**src/include/wdn_pkg.sv**
```systemverilog
// package: register map, field positions and timing constants of the watchdog
package wdn_pkg;
  // register bus geometry
  localparam int          ADDR_W        = 16;
  localparam int          DATA_W        = 8;
  localparam logic [15:0] CTRL_ADDR     = 16'hff40;
  localparam logic [15:0] IRQ_STAT_ADDR = 16'hff41;
  localparam logic [15:0] IRQ_MASK_ADDR = 16'hff42;
  localparam logic [15:0] COUNT_ADDR    = 16'hff43;
  // control register fields
  localparam int          RUN_BIT       = 0;
  localparam int          TMRST_BIT     = 1;
  localparam int          RESTART_BIT   = 2;
  localparam int          FOUTON_BIT    = 3;
  localparam int          FSEL_LSB      = 4;
  localparam int          FSEL_MSB      = 6;
  localparam logic [7:0]  CTRL_RESET    = 8'h00;
  localparam logic [7:0]  CTRL_RW_MASK  = 8'h79;
  // interrupt status bits
  localparam int          EV_TIMEOUT    = 0;
  localparam int          EV_SLEEP_ERR  = 1;
  localparam int          NUM_EV        = 2;
  // clocks and timing
  localparam longint      CLK_HZ        = 40000000;
  localparam longint      LOSC_HZ_X1000 = 32768000;
  localparam int          LOSC_DIV      = int'((CLK_HZ * 1000) / LOSC_HZ_X1000);
  // timeout of 3.5 s nominal: 2^17 ticks of the low oscillator is 4 s
  localparam int          TMO_TICKS     = 114688;
  localparam int          CNT_W         = 17;
  // exception vector and priority of the request
  localparam logic [23:0] NMI_VECTOR    = 24'h000004;
  localparam logic [2:0]  NMI_LEVEL     = 3'h4;
  // sleep guard after a request, 2 ms in low-oscillator ticks
  localparam int          GUARD_US      = 2000;
  localparam int          GUARD_TICKS   = (GUARD_US * 32768 + 999999) / 1000000;
endpackage

```
**src/include/wdn_tick_if.sv**
```systemverilog
// interface: low-oscillator tick and its gating between divider and counter
`timescale 1ns/1ps
interface wdn_tick_if;
  logic tick;
  logic stop;
  modport src (output tick, input stop);
  modport dst (input tick, output stop);
endinterface

```
**src/rtl/wdn_tick_div.sv**
```systemverilog
// module: divider making the low-oscillator enable pulse from clk
`timescale 1ns/1ps
module wdn_tick_div #(
  parameter int DIV = 1221
) (
  // clock and reset
  input  wire logic clk,
  input  wire logic rst,
  // tick out
  wdn_tick_if.src   tk
);
  localparam int W = $clog2(DIV);
  logic [W-1:0] cnt_r;

  // refuse a divider too small to make a one-cycle pulse
  if (DIV < 2) begin : g_bad_div
    $error("divider must be at least 2");
  end

  // divider held at zero while stopped so the oscillator is truly halted
  always_ff @(posedge clk or posedge rst) begin
    if (rst) begin
      cnt_r <= '0;
    end else if (tk.stop) begin
      cnt_r <= '0;
    end else if (cnt_r == W'(DIV - 1)) begin
      cnt_r <= '0;
    end else begin
      cnt_r <= cnt_r + 1'b1;
    end
  end

  assign tk.tick = !tk.stop && (cnt_r == W'(DIV - 1));
endmodule

```
**src/rtl/wdn_timeout_cnt.sv**
```systemverilog
// module: watchdog counter clocked by low-oscillator ticks
`timescale 1ns/1ps
module wdn_timeout_cnt #(
  parameter int LIMIT = 114688,
  parameter int W     = 17
) (
  // clock and reset
  input  wire logic         clk,
  input  wire logic         rst,
  // tick and control
  wdn_tick_if.dst           tk,
  input  wire logic         sleep,
  input  wire logic         restart,
  // state
  output logic [W-1:0]      count,
  output logic              expire
);
  // refuse a limit the counter width cannot reach
  if (LIMIT < 2 || LIMIT > (1 << W)) begin : g_bad_limit
    $error("limit does not fit counter");
  end

  assign tk.stop = sleep;
  assign expire  = tk.tick && (count == W'(LIMIT - 1));

  // restart wins over a tick; wraps to zero after expiry
  always_ff @(posedge clk or posedge rst) begin
    if (rst) begin
      count <= '0;
    end else if (restart) begin
      count <= '0;
    end else if (tk.tick) begin
      count <= expire ? '0 : count + 1'b1;
    end
  end
endmodule

```
**src/rtl/wdn_watchdog.sv**
```systemverilog
// module: watchdog with nmi request and control register
// Behaviour
// - counter runs only on low-oscillator ticks
// - no restart for timeout raises nmi
// - counting continues while cpu halted
// - sleep stops counting and requests
// - request goes to nmi input, level 4
// - request cannot be masked, top priority
// - exception vector is 000004h
// - writing one to restart clears counter
// - writing zero to restart does nothing
// - restart bit always reads zero
//
// Implementation choice: the strobed register port.
`timescale 1ns/1ps
module wdn_watchdog #(
  parameter int TMO_TICKS = wdn_pkg::TMO_TICKS,
  parameter int LOSC_DIV  = wdn_pkg::LOSC_DIV
) (
  // clock and reset
  input  wire logic                       clk,
  input  wire logic                       rst,
  // register port
  input  wire logic [wdn_pkg::ADDR_W-1:0] addr,
  input  wire logic [wdn_pkg::DATA_W-1:0] wdata,
  input  wire logic                       wr,
  input  wire logic                       rd,
  output logic [wdn_pkg::DATA_W-1:0]      rdata,
  // cpu state
  input  wire logic                       cpu_halt,
  input  wire logic                       cpu_sleep,
  // nmi toward the cpu
  output logic                            nmi_req,
  output logic                            nmi_n,
  output logic [2:0]                      nmi_level,
  output logic [23:0]                     nmi_vector,
  input  wire logic                       nmi_ack,
  // maskable event interrupt
  output logic                            irq
);
  import wdn_pkg::*;

  // refuse settings the counter or divider cannot serve
  if (TMO_TICKS < 2 || TMO_TICKS > (1 << CNT_W)) begin : g_bad_tmo
    $error("bad timeout");
  end
  if (LOSC_DIV < 2) begin : g_bad_div
    $error("bad divider");
  end

  wdn_tick_if tk ();

  logic [7:0]        ctrl_r;
  logic [NUM_EV-1:0] stat_r;
  logic [NUM_EV-1:0] mask_r;
  logic              nmi_r;
  logic [7:0]        rdata_r;
  logic [CNT_W-1:0]  count;
  logic              expire;
  logic              restart;
  logic [7:0]        guard_r;
  logic              wr_ctrl;

  assign wr_ctrl = wr && (addr == CTRL_ADDR);
  // only a one restarts; zero is no operation
  assign restart = wr_ctrl && wdata[RESTART_BIT];

  wdn_tick_div #(
    .DIV (LOSC_DIV)
  ) u_div (
    .clk (clk),
    .rst (rst),
    .tk  (tk.src)
  );

  // halt is not an input to the counter: it keeps running
  wdn_timeout_cnt #(
    .LIMIT (TMO_TICKS),
    .W     (CNT_W)
  ) u_cnt (
    .clk     (clk),
    .rst     (rst),
    .tk      (tk.dst),
    .sleep   (cpu_sleep),
    .restart (restart),
    .count   (count),
    .expire  (expire)
  );

  // control register, write-only bits never stored
  always_ff @(posedge clk or posedge rst) begin
    if (rst) begin
      ctrl_r <= CTRL_RESET;
    end else if (wr_ctrl) begin
      ctrl_r <= wdata & CTRL_RW_MASK;
    end
  end

  // nmi pending until the cpu takes it; not gated by any mask
  always_ff @(posedge clk or posedge rst) begin
    if (rst) begin
      nmi_r <= 1'b0;
    end else if (expire) begin
      nmi_r <= 1'b1;
    end else if (nmi_ack) begin
      nmi_r <= 1'b0;
    end
  end

  assign nmi_req    = nmi_r;
  assign nmi_n      = !nmi_r;
  assign nmi_level  = NMI_LEVEL;
  assign nmi_vector = NMI_VECTOR;

  // guard window after a request to flag an early sleep
  always_ff @(posedge clk or posedge rst) begin
    if (rst) begin
      guard_r <= '0;
    end else if (expire) begin
      guard_r <= 8'(GUARD_TICKS);
    end else if (tk.tick && guard_r != 8'h00) begin
      guard_r <= guard_r - 8'h01;
    end
  end

  // sticky events, set beats a write-one clear
  always_ff @(posedge clk or posedge rst) begin
    if (rst) begin
      stat_r <= '0;
    end else begin
      for (int i = 0; i < NUM_EV; i++) begin
        if (wr && addr == IRQ_STAT_ADDR && wdata[i]) stat_r[i] <= 1'b0;
      end
      if (expire) stat_r[EV_TIMEOUT] <= 1'b1;
      if (cpu_sleep && guard_r != 8'h00) stat_r[EV_SLEEP_ERR] <= 1'b1;
    end
  end

  always_ff @(posedge clk or posedge rst) begin
    if (rst) begin
      mask_r <= '0;
    end else if (wr && addr == IRQ_MASK_ADDR) begin
      mask_r <= wdata[NUM_EV-1:0];
    end
  end

  assign irq = |(stat_r & mask_r);

  // read data valid the cycle after the strobe only
  always_ff @(posedge clk or posedge rst) begin
    if (rst) begin
      rdata_r <= '0;
    end else if (rd) begin
      if (addr == CTRL_ADDR) begin
        rdata_r <= ctrl_r;
      end else if (addr == IRQ_STAT_ADDR) begin
        rdata_r <= {{(8-NUM_EV){1'b0}}, stat_r};
      end else if (addr == IRQ_MASK_ADDR) begin
        rdata_r <= {{(8-NUM_EV){1'b0}}, mask_r};
      end else if (addr == COUNT_ADDR) begin
        rdata_r <= count[CNT_W-1:CNT_W-8];
      end else begin
        rdata_r <= 8'h00;
      end
    end else begin
      rdata_r <= 8'h00;
    end
  end

  assign rdata = rdata_r;
endmodule

```
**config.mk**
```make
export PLATFORM = sky130hd
export DESIGN_NAME = wdn_watchdog
export DESIGN_NICKNAME = d
export VERILOG_FILES = /design/src/include/wdn_pkg.sv /design/src/include/wdn_tick_if.sv /design/src/rtl/wdn_tick_div.sv /design/src/rtl/wdn_timeout_cnt.sv /design/src/rtl/wdn_watchdog.sv
export SDC_FILE = /design/constraint.sdc
export NUM_CORES = 1
export LEC_CHECK = 0
export BUFFER_PORTS_ARGS = -buffer_cell sky130_fd_sc_hd__buf_4
export CAP_MARGIN = 5
export CELL_PAD_IN_SITES_DETAIL_PLACEMENT = 0
export CELL_PAD_IN_SITES_GLOBAL_PLACEMENT = 2
export CORE_MARGIN = 2
export CORE_UTILIZATION = 33
export DETAILED_ROUTE_END_ITERATION = 6
export HOLD_SLACK_MARGIN = 0.12
export PLACE_DENSITY_LB_ADDON = 0.1
export SETUP_SLACK_MARGIN = 0.2
export SLEW_MARGIN = 5
export SYNTH_ARGS = -nofsm -noshare
export SYNTH_HDL_FRONTEND = slang
export SYNTH_SLANG_ARGS = --single-unit
```
**constraint.sdc**
```tcl
create_clock -name clk -period 2.7 [get_ports clk]
set_clock_uncertainty 0.15 [all_clocks]
set_input_delay 0.405 -clock clk [delete_from_list [all_inputs] [get_ports clk]]
set_output_delay 0.405 -clock clk [all_outputs]
set_load 0.1 [all_outputs]
```
# Word-level counts from Yosys, hierarchy flattened
# Cells that the tools add are included.
[totals]
regBits = 54
latchBits = 0
ramBits = 0
romBits = 0
n_memories = 0
[op_classes]
addsub = 3
n_mul = 0
div = 0
order_cmp = 0
n_eq_ne = 6
shifts = 0
n_mux = 18
n_bitwise = 1
reduce_logical = 19
[ops]
columns = ["cell", "count"]
rows = [
  ["$eq A16 B16 Y1 const B", 4],
  ["$mux W8", 7],
  ["$mux W17", 3],
  ["$mux W11", 2],
  ["$add A17 B1 Y17 const B", 1],
  ["$eq A17 B17 Y1 const B", 1],
  ["$add A11 B1 Y11 const B", 1],
  ["$eq A11 B11 Y1 const B", 1],
  ["$logic_and A1 B1 Y1", 10],
  ["$reduce_bool A2 Y1", 5],
  ["$reduce_bool A8 Y1", 1],
  ["$sub A8 B1 Y8 const B", 1],
  ["$mux W1", 6],
  ["$and A2 B2 Y2", 1],
  ["$logic_not A1 Y1", 2],
  ["$reduce_or A2 Y1", 1],
]

# Depth between registers and ports, before layout
# Gate-level depths: netlist (run 1).
[logic_depth]
depth_word = 6
ltp_mapped = 7

# By module
# A second synthesis (run 1) with hierarchy kept.
[unflattened]
hier_cells = 302
area_unflattened_um2 = 2984.1
[by_module_without_submodules]
columns = ["mod", "n_inst", "cells_each", "area_each_um2"]
rows = [
  ["wdn_watchdog", 1, 152, 1491.4],
  ["wdn_timeout_cnt", 1, 94, 923.4],
  ["wdn_tick_div", 1, 56, 569.3],
]

# Least setup slack after synthesis (run 1)
# No wires, ideal clock.
[synth_timing]
path_kind = "reg2reg"
from = "register u_div.cnt_r[0]"
to = "register guard_r[3]"
t_arrival_ps = 2248
t_required_ps = 2473
slack_ps = 224
path_stages_with_launch = 7
n_path_buf = 1
synth_period_minus_slack_ps = 2476
cell_sequence = "dfrtp_1 > ha_1 > or4b_1 > or4_4 > clkbuf_2 > or4_1 > a21oi_1"
[synth_between]
elab_chain_len = 4
[synth_rtl]
columns = ["element", "line_no", "rtl"]
rows = [
  ["start, declared", "wdn_tick_div.sv:13", "logic [W-1:0] cnt_r;"],
  ["start signal, assigned", "wdn_tick_div.sv:29", "cnt_r <= cnt_r + 1'b1;"],
  ["$eq A11 B11 Y1 (*)", "wdn_tick_div.sv:33", "assign tk.tick = !tk.stop && (cnt_r == W'(DIV - 1));"],
  ["$logic_and A1 B1 Y1 (*)", "wdn_tick_div.sv:33", ""],
  ["$logic_and A1 B1 Y1 (on tied branches)", "wdn_timeout_cnt.sv:24, wdn_watchdog.sv:121", ""],
  ["$mux W8 or $reduce_bool A2 Y1 (tied branches)", "-", ""],
  ["end signal, assigned", "wdn_watchdog.sv:120", "guard_r <= 8'(GUARD_TICKS);"],
  ["end signal, assigned", "wdn_watchdog.sv:122", "guard_r <= guard_r - 8'h01;"],
  ["end, declared", "wdn_watchdog.sv:61", "logic [7:0] guard_r;"],
]
# Mark *: on every way between the ends. The rest lies on a longest branch, timed or not.
# A chain may end at the register's enable or synchronous reset.

# Final worst setup path (run 1)
[layout_timing]
from = "register u_div.cnt_r[0]"
to = "register u_cnt.count[11]"
[layout_between]
elab_chain_len = 6
[layout_rtl]
columns = ["element", "line_no", "rtl"]
rows = [
  ["$eq A11 B11 Y1 (*)", "wdn_tick_div.sv:33", ""],
  ["$logic_and A1 B1 Y1 (*)", "wdn_tick_div.sv:33", ""],
  ["$logic_and A1 B1 Y1", "wdn_timeout_cnt.sv:24", "assign expire = tk.tick && (count == W'(LIMIT - 1));"],
  ["$mux W17", "wdn_timeout_cnt.sv:33", "count <= expire ? '0 : count + 1'b1;"],
  ["$mux W17", "wdn_timeout_cnt.sv:32", "end else if (tk.tick) begin"],
  ["$mux W17", "wdn_timeout_cnt.sv:30", "end else if (restart) begin"],
  ["end signal, assigned", "wdn_timeout_cnt.sv:33", ""],
  ["end, declared", "wdn_timeout_cnt.sv:15", "output logic [W-1:0] count,"],
]
# Mark *: on every way between the ends. The rest lies on a longest branch, timed or not. The select of a mux whose other input is x is not followed.

==> results of run 1 <==
worst max-delay path, delay by kind of cell (launching register included):
kind                       cells  cell delay, ns
adders and majority gates      1            0.18
AOI/OAI and AO/OA              1            0.15
and+or+nand+nor                3            1.34
buffers and inverters          1            0.17
DFF                            1            0.40
worst max path at each step:
stage              startpoint               to  slack, ns  cells after the start
2_1_floorplan  u_div.cnt_r[0]       guard_r[3]       0.22                      6
3_3_place_gp   u_div.cnt_r[3]  u_cnt.count[11]       0.16                      6
3_5_place_dp   u_div.cnt_r[3]  u_cnt.count[11]       0.15                      6
4_1_cts        u_div.cnt_r[3]   u_cnt.count[9]       0.19                      6
5_1_grt        u_div.cnt_r[0]   u_cnt.count[9]       0.15                      5
6_report       u_div.cnt_r[0]  u_cnt.count[11]       0.23                      6
kinds of logic (layout without fill, tap and decap cells):
group	after synthesis	after routing	synth area share, %
DFF	54	54	45.74
xor gates and xnor gates	9	9	2.669
and+or+nand+nor	117	119	23.30
adders and majority gates	4	4	1.694
other	2	27	0.2542
buffers and inverters	46	79	9.403
muxes	9	9	3.812
AOI/OAI and AO/OA	64	64	13.13
power by group:
group          switching [mW]  internal [mW]  total, mW
Sequential             0.0159          0.822      0.838
Clock                   0.290          0.183      0.474
Combinational           0.216         0.0543      0.270
Total                   0.522           1.06       1.58
metrics by stage:
| step | instances | setup WS (ns) | power [mW] | hold slack (ns) | area, um2 |
|---|---|---|---|---|---|
| floorplan | 330 | 0.2243 | 1.089 | 0.2976 | 3048 |
| global placement | 454 | 0.1567 | 1.119 | 0.3260 | 3349 |
| detailed placement | 454 | 0.1463 | 1.120 | 0.3267 | 3349 |
| CTS | 469 | 0.1872 | 1.603 | 0.1646 | 3518 |
| global route | 473 | 0.1460 | 1.649 | 0.1630 | 3575 |
| finish | 473 | 0.2285 | 1.582 | 0.1702 | 3575 |
cell usage after synthesis, types with 2 or more instances:
master / n
nor3_1: 3
mux2_2: 8
nor4_1: 5
nand2b_1: 3
or4_1: 12
nand2_1: 16
nand3_1: 9
o31ai_1: 7
dfrtp_1: 54
o211ai_1: 3
nand4b_1: 3
and3_1: 5
o22ai_1: 2
or3_1: 15
buf_4: 27
a21oi_1: 22
o21ai_0: 18
clkbuf_1: 7
conb_1: 2
inv_1: 9
nand4_1: 8
xor2_1: 6
xnor2_1: 3
buf_2: 2
ha_1: 4
and4_1: 5
nor2_1: 21
a22oi_1: 5
and2_1: 2
area by class of cell:
type | count | area, um2
Fill cell | 884 | 5146
Multi-Input combinational cell | 232 | 1474
Sequential cell | 54 | 1351
Timing Repair Buffer | 62 | 490.5
Tap cell | 108 | 135.1
Clock buffer | 5 | 68.82
Inverter | 9 | 33.78
Clock inverter | 3 | 21.27
layer usage:
metal / global-route usage (%) / wire length [um] / up-vias / share of wire, %
met3: 2.199 / 201 / 8 / 2.8
met5: 0 / 0 / - / 0
met1: 20.89 / 3449 / 1161 / 48
li1: - / - / 1190 / -
met4: 4.110 / 85 / 0 / 1.2
met2: 25.85 / 3453 / 47 / 48
state kept, by name, summed over array words and instances, names as in the netlist:
signal and count:
ctrl_r 5, guard_r 8, mask_r 2, nmi_req 1
rdata 8, stat_r 2, u_cnt.count 17, u_div.cnt_r 11
placed cells by master (no fill, tap or decap), types with 2 or more instances in the layout:
cell,instances
nor3_1,3
dlygate4sd3_1,2
buf_4,58
conb_1,27
o21ai_0,18
nor2_1,21
or4_1,11
and2_1,2
xor2_1,6
ha_1,4
mux2_2,8
or4b_4,2
or3_1,15
o211ai_1,3
nand2_1,16
a22oi_1,5
xnor2_1,3
inv_1,8
and4_1,5
a21oi_2,3
a21oi_1,19
nand2b_1,3
nand4_1,8
nand3_1,9
dfrtp_1,54
o31ai_1,7
or4_4,4
clkbuf_8,5
nand4b_1,3
nor4_1,5
and3_1,5
repair_timing:
| item | CTS | global route |
|---|---|---|
| gates resized for setup | 7 | 6 |
| hold endpoints to repair | 26 | 0 |
| hold buffers | 2 | 0 |
| buffers inserted | 2 | 4 |
| gates cloned | 3 | 0 |
| setup endpoints to repair | 19 | 22 |
| pin swaps | 0 | 3 |
==> reports/metrics.cfg, run 1 <==
[run_status]
outcome=complete, no violations

[grt]
grt_pass1_wl_um=11940
grt.total_usage_pct=15.38
grt-ovfl-total=0
grt_pass1_vias=2397
antenna_found_initial=0
grt_start_max_net_pins=30

[yosys]
synth-edff-count=0
synth.yosys.warnings=0
yosys.area.top_type=dfrtp_1
synthDominantCellAreaShare_pct=45.74
synth_area_leaders=dfrtp_1 (46%), buf_4 (6.9%), a21oi_1 (3.7%)
async_reset_ff_share_pct=100.0
ys_seq_area_share_pct=45.74
synthFlopType=dfrtp_1
synth.distinct_cells=48
syn_area_um2=2954
netlist_instances=305
ys_ff_latch=54
syn_area_per_cell_um2=9.686

[finish]
layout-drive-gt1-share_pct=25.21
syn_to_final_growth_pct=21.01
fin_nets=399
diodes=0
fin_util_pct=40.99

[floorplanning]
rows=34
die_area_um2=9725
io_pins=69
die_h_um=98.62
start_util_pct=33.87
die_w_um=98.62
core_um2=8721

[worst_setup_path]
critical_path_required_ns=2.79
cp_max_fo=7
critPathSlowestCell=or4b_4
r2r_setup_slack_ns=0.23
cp_cell_sequence=ha_1 -> or4b_4 -> or4_4 -> buf_4 -> or3_1 -> a21oi_1
cp.arrival_ns=2.56
criticalPathCategory=reg2reg
r2r-end=u_cnt.count[11]
r2r_cells=6
reg2reg_from=u_div.cnt_r[0]
end_kind=flop
max_stage_delay_ns=0.51
start_kind=flop

[placement]
dpl.hpwl_um=4956
portBuffers=39
gp_congestion=0.7094

[sta]
rsz0062_at_grt=true
fmax_mhz=404.6
hold_viol=0
worst_pin_slew_ns=0.6065
slew_violations=0
setup_viol_count_final=0
maxSlewHeadroom_pct=59.51
tns_ns=0
finalCritPeriodShare_pct=91.54
post-route-min-period_ns=2.472

[clock_tree]
clk_latency_ns=0.32
clk_pin_slew_worst_paths_ns=0.11
htreeDepth=2
cts_buffer_depth=2
cts_root_buf=clkbuf_8
cts_buffers=5
cts.sinks=54
cts_tree=yes

[drt]
routed_wirelength_um=7190
avgRoutedWirePerCell_um=15.20
drt_pass1_iterations=4
drtIter0Drc=46
drc=0
drtAntennaViolNets=0
routed_via_density=5.087
vias=2406

[min_path]
min_to=ctrl_r[3]
min_path_type=in2reg
whs_path_depth=2
hold_start=wdata[3]

[power_and_ir_drop]
p_leak_nw=1.558
peakVddDrop_v=0.0003070
p_per_area_nw_per_um2=442.7

[flow_run]
cap_viol_max_count=0

Power figures use the tool's default switching activity.
==> inputs of run 2 (changes only) <==
--- a/config.mk
+++ b/config.mk
@@ -5,11 +5,11 @@
 export SDC_FILE = /design/constraint.sdc
 export NUM_CORES = 1
 export LEC_CHECK = 0
-export BUFFER_PORTS_ARGS = -buffer_cell sky130_fd_sc_hd__buf_4
+export BUFFER_PORTS_ARGS = -buffer_cell sky130_fd_sc_hd__buf_2
 export CAP_MARGIN = 5
 export CELL_PAD_IN_SITES_DETAIL_PLACEMENT = 0
 export CELL_PAD_IN_SITES_GLOBAL_PLACEMENT = 2
-export CORE_MARGIN = 2
+export CORE_MARGIN = 1
 export CORE_UTILIZATION = 33
 export DETAILED_ROUTE_END_ITERATION = 6
 export HOLD_SLACK_MARGIN = 0.12
==> run 2 against run 1 <==
Critical path depth unchanged. Clock-buffer cell count increased by 2. Setup slack improved by 0.013 ns. Via count up 2.7%. Routed wire length is 0.31% lower. Combinational power is 2% lower. Critical endpoint is now guard_r[0].
==> reports/metrics.cfg, run 2 (synthesis gave the netlist of run 1 again) <==
[sta]
slew_violations=0  ; unchanged
fmax_mhz=406.7  ; was 404.6 MHz
finalCritPeriodShare_pct=91.06  ; was 91.54%
post-route-min-period_ns=2.459  ; was 2.472 ns
rsz0062_at_grt=true  ; unchanged
hold-worst-slack_ns=0.1808  ; was 0.1702 ns
worst_slack_ns=0.2415  ; was 0.2285 ns
hold_viol=0  ; unchanged
worst_pin_slew_ns=0.6189  ; was 0.6065 ns
setup_viol_count_final=0  ; unchanged
tns_ns=0  ; unchanged
maxSlewHeadroom_pct=58.68  ; was 59.51%

[min_path]
whs_path_depth=2  ; unchanged
min_to=ctrl_r[6]  ; was ctrl_r[3]
hold_start=wdata[6]  ; was wdata[3]
min_path_type=in2reg  ; unchanged

[finish]
syn_to_final_growth_pct=19.10  ; was 21.01%
fin_nets=399  ; unchanged
diodes=0  ; unchanged
largest-register=u_cnt.count  ; unchanged
largest_reg_flops=17  ; unchanged
final-instance-count-excl-fill=473  ; unchanged
reg.largest.list=u_cnt.count x17, u_div.cnt_r x11  ; unchanged
layout_commonest_cell=dfrtp_1  ; was buf_4
mostFrequentLayoutCells=dfrtp_1 (54), buf_2 (39), conb_1 (27)  ; was buf_4 (58), dfrtp_1 (54), conb_1 (27)
layout-drive-gt1-share_pct=27.67  ; was 25.21%

[clock_tree]
cts_buffers=5  ; unchanged
clk_pin_slew_worst_paths_ns=0.10  ; was 0.11 ns
cts_buffer_depth=2  ; unchanged
clk_latency_ns=0.31  ; was 0.32 ns
cts.sinks=54  ; unchanged
htreeDepth=2  ; unchanged
cts_root_buf=clkbuf_8  ; unchanged
cts_tree=yes  ; unchanged

[drt]
avgRoutedWirePerCell_um=15.15  ; was 15.20 um
drtIter0Drc=89  ; was 46
drtAntennaViolNets=0  ; unchanged
drc=0  ; unchanged
routed_wirelength_um=7168  ; was 7190 um
routed_via_density=5.226  ; was 5.087
vias=2472  ; was 2,406
drt_pass1_iterations=4  ; unchanged

[power_and_ir_drop]
p_int_mw=1.076  ; was 1.060 mW
peakVddDrop_v=0.0002092  ; was 0.0003070 V
switchingPower_uw=505.1  ; was 522.4 uW
power.share.clock_pct=30.3  ; was 29.9%
p_per_area_nw_per_um2=449.5  ; was 442.7 nW/um2
p_leak_nw=1.547  ; was 1.558 nW
power_frac_comb_pct=16.8  ; was 17.1%
power_frac_seq_pct=52.9  ; was 53.0%
swShare_pct=31.94  ; was 33.01%

[worst_setup_path]
end_kind=flop  ; unchanged
criticalPathCategory=reg2reg  ; unchanged
r2r_setup_slack_ns=0.24  ; was 0.23 ns
start_kind=flop  ; unchanged
cp.arrival_ns=2.55  ; was 2.56 ns
critical_path_required_ns=2.79  ; about the same
cp_max_fo=8  ; was 7
r2r-end=guard_r[0]  ; was u_cnt.count[11]
r2r_cells=6  ; unchanged
reg2reg_from=u_div.cnt_r[1]  ; was u_div.cnt_r[0]

[flow_run]
cap_viol_max_count=0  ; unchanged

[placement]
dpl.hpwl_um=4873  ; was 4956 um
dp_slack_ns=0.08493  ; was 0.1463 ns
portBuffers=39  ; unchanged
gp_congestion=0.7264  ; was 0.7094
dp_cells=456  ; was 454

[grt]
grt_start_max_net_pins=29  ; was 30
grt_pass1_vias=2350  ; was 2,397
grt-ovfl-total=0  ; unchanged
grt_pass1_wl_um=11990  ; was 11,940 um
antenna_found_initial=0  ; unchanged
grt.total_usage_pct=16.06  ; was 15.38%

[floorplanning]
io_pins=69  ; unchanged
die_h_um=96.62  ; was 98.62 um
core_um2=8678  ; was 8721 um2
rows=34  ; unchanged
start_util_pct=34.04  ; was 33.87%
die_area_um2=9334  ; was 9725 um2
die_w_um=96.62  ; was 98.62 um

[run_status]
outcome=complete, no violations  ; unchanged

-- run 2: changes by cell type in the layout (fill, tap and decap cells not counted), moves of 3 or more --
cell     delta
buf_4      -42
buf_2      +39
buf_6       +5
a21oi_1     -3
a21oi_2     +3
or3_1       -3
or3_4       +3
or4_1       -3
or4_4       +3
-- run 2: how the worst max path moves through the flow --
stage	startpoint	endpoint	slack (ns)	cells past startpoint
floorplan	u_div.cnt_r[0]	guard_r[3]	0.22	6
global placement	u_div.cnt_r[0]	guard_r[3]	0.1	5
detailed placement	u_div.cnt_r[0]	guard_r[4]	0.08	5
CTS	u_div.cnt_r[1]	guard_r[2]	0.21	7
global route	u_div.cnt_r[1]	u_cnt.count[9]	0.15	5
finish	u_div.cnt_r[1]	guard_r[0]	0.24	6
-- run 2: worst max-delay path, stage by stage (launching register included) --
cell and delay [ns]:
dfrtp_1 0.38, ha_2 0.18, or4b_4 0.51, buf_6 0.15, or4_4 0.55, or3_1 0.33, a21oi_1 0.14
-- run 2: area by class of cell --
cell class | instances | area [um2]
fillers | 918 | 5160
multi-input cells | 232 | 1515
flip-flops and latches | 54 | 1351
repair buffers | 62 | 391.6
well taps | 108 | 135.1
clock buffers | 7 | 86.33
inverters | 9 | 33.78
clock inverters | 1 | 5.005
-- run 2: metal layers --
metal  GRT usage [%]  part of all wire (%)  vias up
met5               0                     0        -
met2           27.25                    49       56
met4           5.052                   1.3        0
li1                -                     -     1199
met3           2.168                   3.1        7
met1           21.22                    47     1210
-- run 2: stage by stage --
stage	util, %	cell area [um2]	power, mW
after floorplan	-	3048	1.089
after global placement	37.50	3254	1.108
after detailed placement	37.50	3254	1.108
after CTS	39.56	3433	1.595
after global routing	40.54	3518	1.646
final	40.54	3518	1.581
-- run 2: power by group through the flow --
stage,Clock (mW),Sequential (mW),Combinational [mW]
finish,0.480,0.837,0.265
detailed placement,0,0.852,0.256
global route,0.524,0.840,0.282
CTS,0.495,0.836,0.264
floorplan,0,0.849,0.240
global placement,0,0.853,0.255
-- run 2: what timing repair did --
item,CTS,global route
pin swaps,7,15
hold buffers,2,0
gates resized for setup,7,17
buffers inserted,3,2
hold endpoints to repair,27,0
setup endpoints to repair,22,23
gates cloned,2,0
==> inputs of run 3 (changes only) <==
--- a/config.mk
+++ b/config.mk
@@ -11,11 +11,12 @@
 export CELL_PAD_IN_SITES_GLOBAL_PLACEMENT = 2
 export CORE_MARGIN = 1
 export CORE_UTILIZATION = 33
+export CTS_CLUSTER_SIZE = 14
 export DETAILED_ROUTE_END_ITERATION = 6
 export HOLD_SLACK_MARGIN = 0.12
 export PLACE_DENSITY_LB_ADDON = 0.1
 export SETUP_SLACK_MARGIN = 0.2
-export SLEW_MARGIN = 5
+export SLEW_MARGIN = 20
 export SYNTH_ARGS = -nofsm -noshare
 export SYNTH_HDL_FRONTEND = slang
 export SYNTH_SLANG_ARGS = --single-unit
==> constraint.sdc (replaced) <==
create_clock -name clk -period 2.7 [get_ports clk]
set_clock_uncertainty 0.15 [all_clocks]
set_input_delay 0 -clock clk [delete_from_list [all_inputs] [get_ports clk]]
set_output_delay 0 -clock clk [all_outputs]
set_load 0.1 [all_outputs]
==> run 3 against run 2 <==
Sequential power barely moved. Maximum frequency down 0.28%. Combinational power increased by 7%. Global-route usage is 0.51 points higher. Largest power group unchanged. Critical endpoint is now u_cnt.count[16].
==> reports/metrics.cfg, run 3 (synthesis gave the netlist of run 1 again) <==
[power_and_ir_drop]
peakVddDrop_v=0.0001798  ; was 0.0002092 V
p_leak_nw=1.653  ; was 1.547 nW
p_per_area_nw_per_um2=436.8  ; was 449.5 nW/um2

[finish]
syn_to_final_growth_pct=26.51  ; was 19.10%
layout_commonest_cell=dfrtp_1  ; unchanged
largest-register=u_cnt.count  ; unchanged
mostFrequentLayoutCells=dfrtp_1 (54), buf_2 (39), conb_1 (27)  ; unchanged
reg.largest.list=u_cnt.count x17, u_div.cnt_r x11  ; unchanged
layout-drive-gt1-share_pct=27.20  ; was 27.67%
largest_reg_flops=17  ; unchanged
fin_nets=420  ; was 399
diodes=0  ; unchanged

[grt]
grt_pass1_vias=2439  ; was 2,350
grt_use_met2_pct=27.68  ; was 27.25%
grt-ovfl-total=0  ; unchanged
grt_util_met3_pct=2.601  ; was 2.168%
grt.total_usage_pct=16.57  ; was 16.06%
grt_pass1_wl_um=12360  ; was 11,990 um
grt_start_max_net_pins=30  ; was 29
antenna_found_initial=0  ; unchanged
grt_util_met1_pct=22.17  ; was 21.22%
grt-busiest-layer=met2  ; unchanged

[min_path]
min_path_type=in2async  ; was in2reg

[clock_tree]
cts_tree=yes  ; unchanged
clk_latency_ns=0.31  ; about the same
cts.sinks=54  ; unchanged
cts_buffers=5  ; unchanged
cts_buffer_depth=2  ; unchanged
htreeDepth=2  ; unchanged
clk_pin_slew_worst_paths_ns=0.10  ; about the same
cts_root_buf=clkbuf_8  ; unchanged

[floorplanning]
die_area_um2=9334  ; unchanged
core_um2=8678  ; unchanged
rows=34  ; unchanged
io_pins=69  ; unchanged
die_w_um=96.62  ; unchanged
die_h_um=96.62  ; unchanged
start_util_pct=34.04  ; unchanged

[worst_setup_path]
cp_max_fo=5  ; was 8
start_kind=flop  ; unchanged
cp-startpoint=u_div.cnt_r[8]  ; was u_div.cnt_r[1]
reg2reg_from=u_div.cnt_r[8]  ; was u_div.cnt_r[1]
end_kind=flop  ; unchanged
crit_path_end=u_cnt.count[16]  ; was guard_r[0]
critical_path_required_ns=2.80  ; was 2.79 ns
r2r_setup_slack_ns=0.23  ; was 0.24 ns
criticalPathCategory=reg2reg  ; unchanged
critPathSlowestCell=or4b_4  ; was or4_4
r2r_cells=4  ; was 6
cp.arrival_ns=2.56  ; was 2.55 ns
max_stage_delay_ns=0.58  ; was 0.55 ns
cp_cell_sequence=or4b_4 -> or4_4 -> or4_1 -> a21oi_2  ; was ha_2 -> or4b_4 -> buf_6 -> or4_4 -> or3_1 -> a21oi_1
r2r-end=u_cnt.count[16]  ; was guard_r[0]

[drt]
drtIter0Drc=75  ; was 89
drc=0  ; unchanged
drt_pass1_iterations=4  ; unchanged
avgRoutedWirePerCell_um=15.03  ; was 15.15 um
vias=2524  ; was 2,472
routed_wirelength_um=7425  ; was 7168 um
drtAntennaViolNets=0  ; unchanged
routed_via_density=5.109  ; was 5.226

[sta]
setup_viol_count_final=0  ; unchanged
worst_pin_slew_ns=0.6385  ; was 0.6189 ns
slew_violations=0  ; unchanged
rsz0062_at_grt=true  ; unchanged
tns_ns=0  ; unchanged
finalCritPeriodShare_pct=91.31  ; was 91.06%
fmax_mhz=405.6  ; was 406.7 MHz
maxSlewHeadroom_pct=57.37  ; was 58.68%
post-route-min-period_ns=2.465  ; was 2.459 ns
hold-worst-slack_ns=0.1604  ; was 0.1808 ns
hold_viol=0  ; unchanged

[run_status]
outcome=complete, no violations  ; unchanged

[placement]
portBuffers=39  ; unchanged
gp_congestion=0.7456  ; was 0.7264
dpl.hpwl_um=4869  ; was 4873 um

[flow_run]
cap_viol_max_count=0  ; unchanged

[run 3: metal layers]
| layer | wire length, um | vias to the layer above |
|---|---|---|
| li1 | - | 1230 |
| met3 | 209 | 7 |
| met2 | 3602 | 57 |
| met1 | 3524 | 1230 |
| met5 | 0 | - |
| met4 | 89 | 0 |
[run 3: power by group]
part	leakage [nW]	total, mW	switching [mW]	internal [mW]
clock	0.0544	0.512	0.276	0.236
combinational	0.889	0.283	0.222	0.0610
sequential	0.709	0.838	0.0156	0.822
total	1.65	1.63	0.513	1.12
[run 3: final cells by class]
| cell class | instances | area [um2] |
|---|---|---|
| repair buffers | 83 | 598.1 |
| fillers | 917 | 4941 |
| clock buffers | 7 | 96.34 |
| clock inverters | 1 | 8.758 |
| multi-input cells | 232 | 1514 |
| flip-flops and latches | 54 | 1351 |
| well taps | 108 | 135.1 |
| inverters | 9 | 33.78 |
[run 3: how the worst min path moves through the flow]
stage	slack (ns)	from	cells after the start	endpoint
6_report	0.16	rst	3	u_div.cnt_r[2]
5_1_grt	0.17	wr	6	stat_r[0]
4_1_cts	0.15	wr	6	stat_r[0]
3_5_place_dp	-0.02	rst	2	u_div.cnt_r[2]
3_3_place_gp	-0.03	rst	2	u_div.cnt_r[2]
2_1_floorplan	-0.05	nmi_ack	1	nmi_req
[run 3: worst max-delay path, delay by kind of cell, from the launching register on]
family	cells	cell delay, ns
compound gates	1	0.15
flops	1	0.41
simple gates	3	1.69
[run 3: stage by stage]
step           utilization [%]  std cells  cell area (um2)  setup WS [ns]  power, mW
3_3_place_gp             37.41        455             3247         0.1094      1.105
5_1_grt                  43.07        494             3737         0.1676      1.714
2_1_floorplan                -        330             3048         0.2243      1.089
4_1_cts                  41.84        490             3631         0.1956      1.649
6_report                 43.07        494             3737         0.2346      1.632
3_5_place_dp             37.41        455             3247        0.05502      1.106
[run 3: what timing repair did]
action / 4_1_cts / 5_1_grt
resized for setup: 6 / 19
hold buffers: 20 / 0
pin swaps: 7 / 6
hold endpoints to repair: 51 / 0
gates cloned: 2 / 0
buffers inserted: 5 / 4
endpoints found under the setup margin: 23 / 24
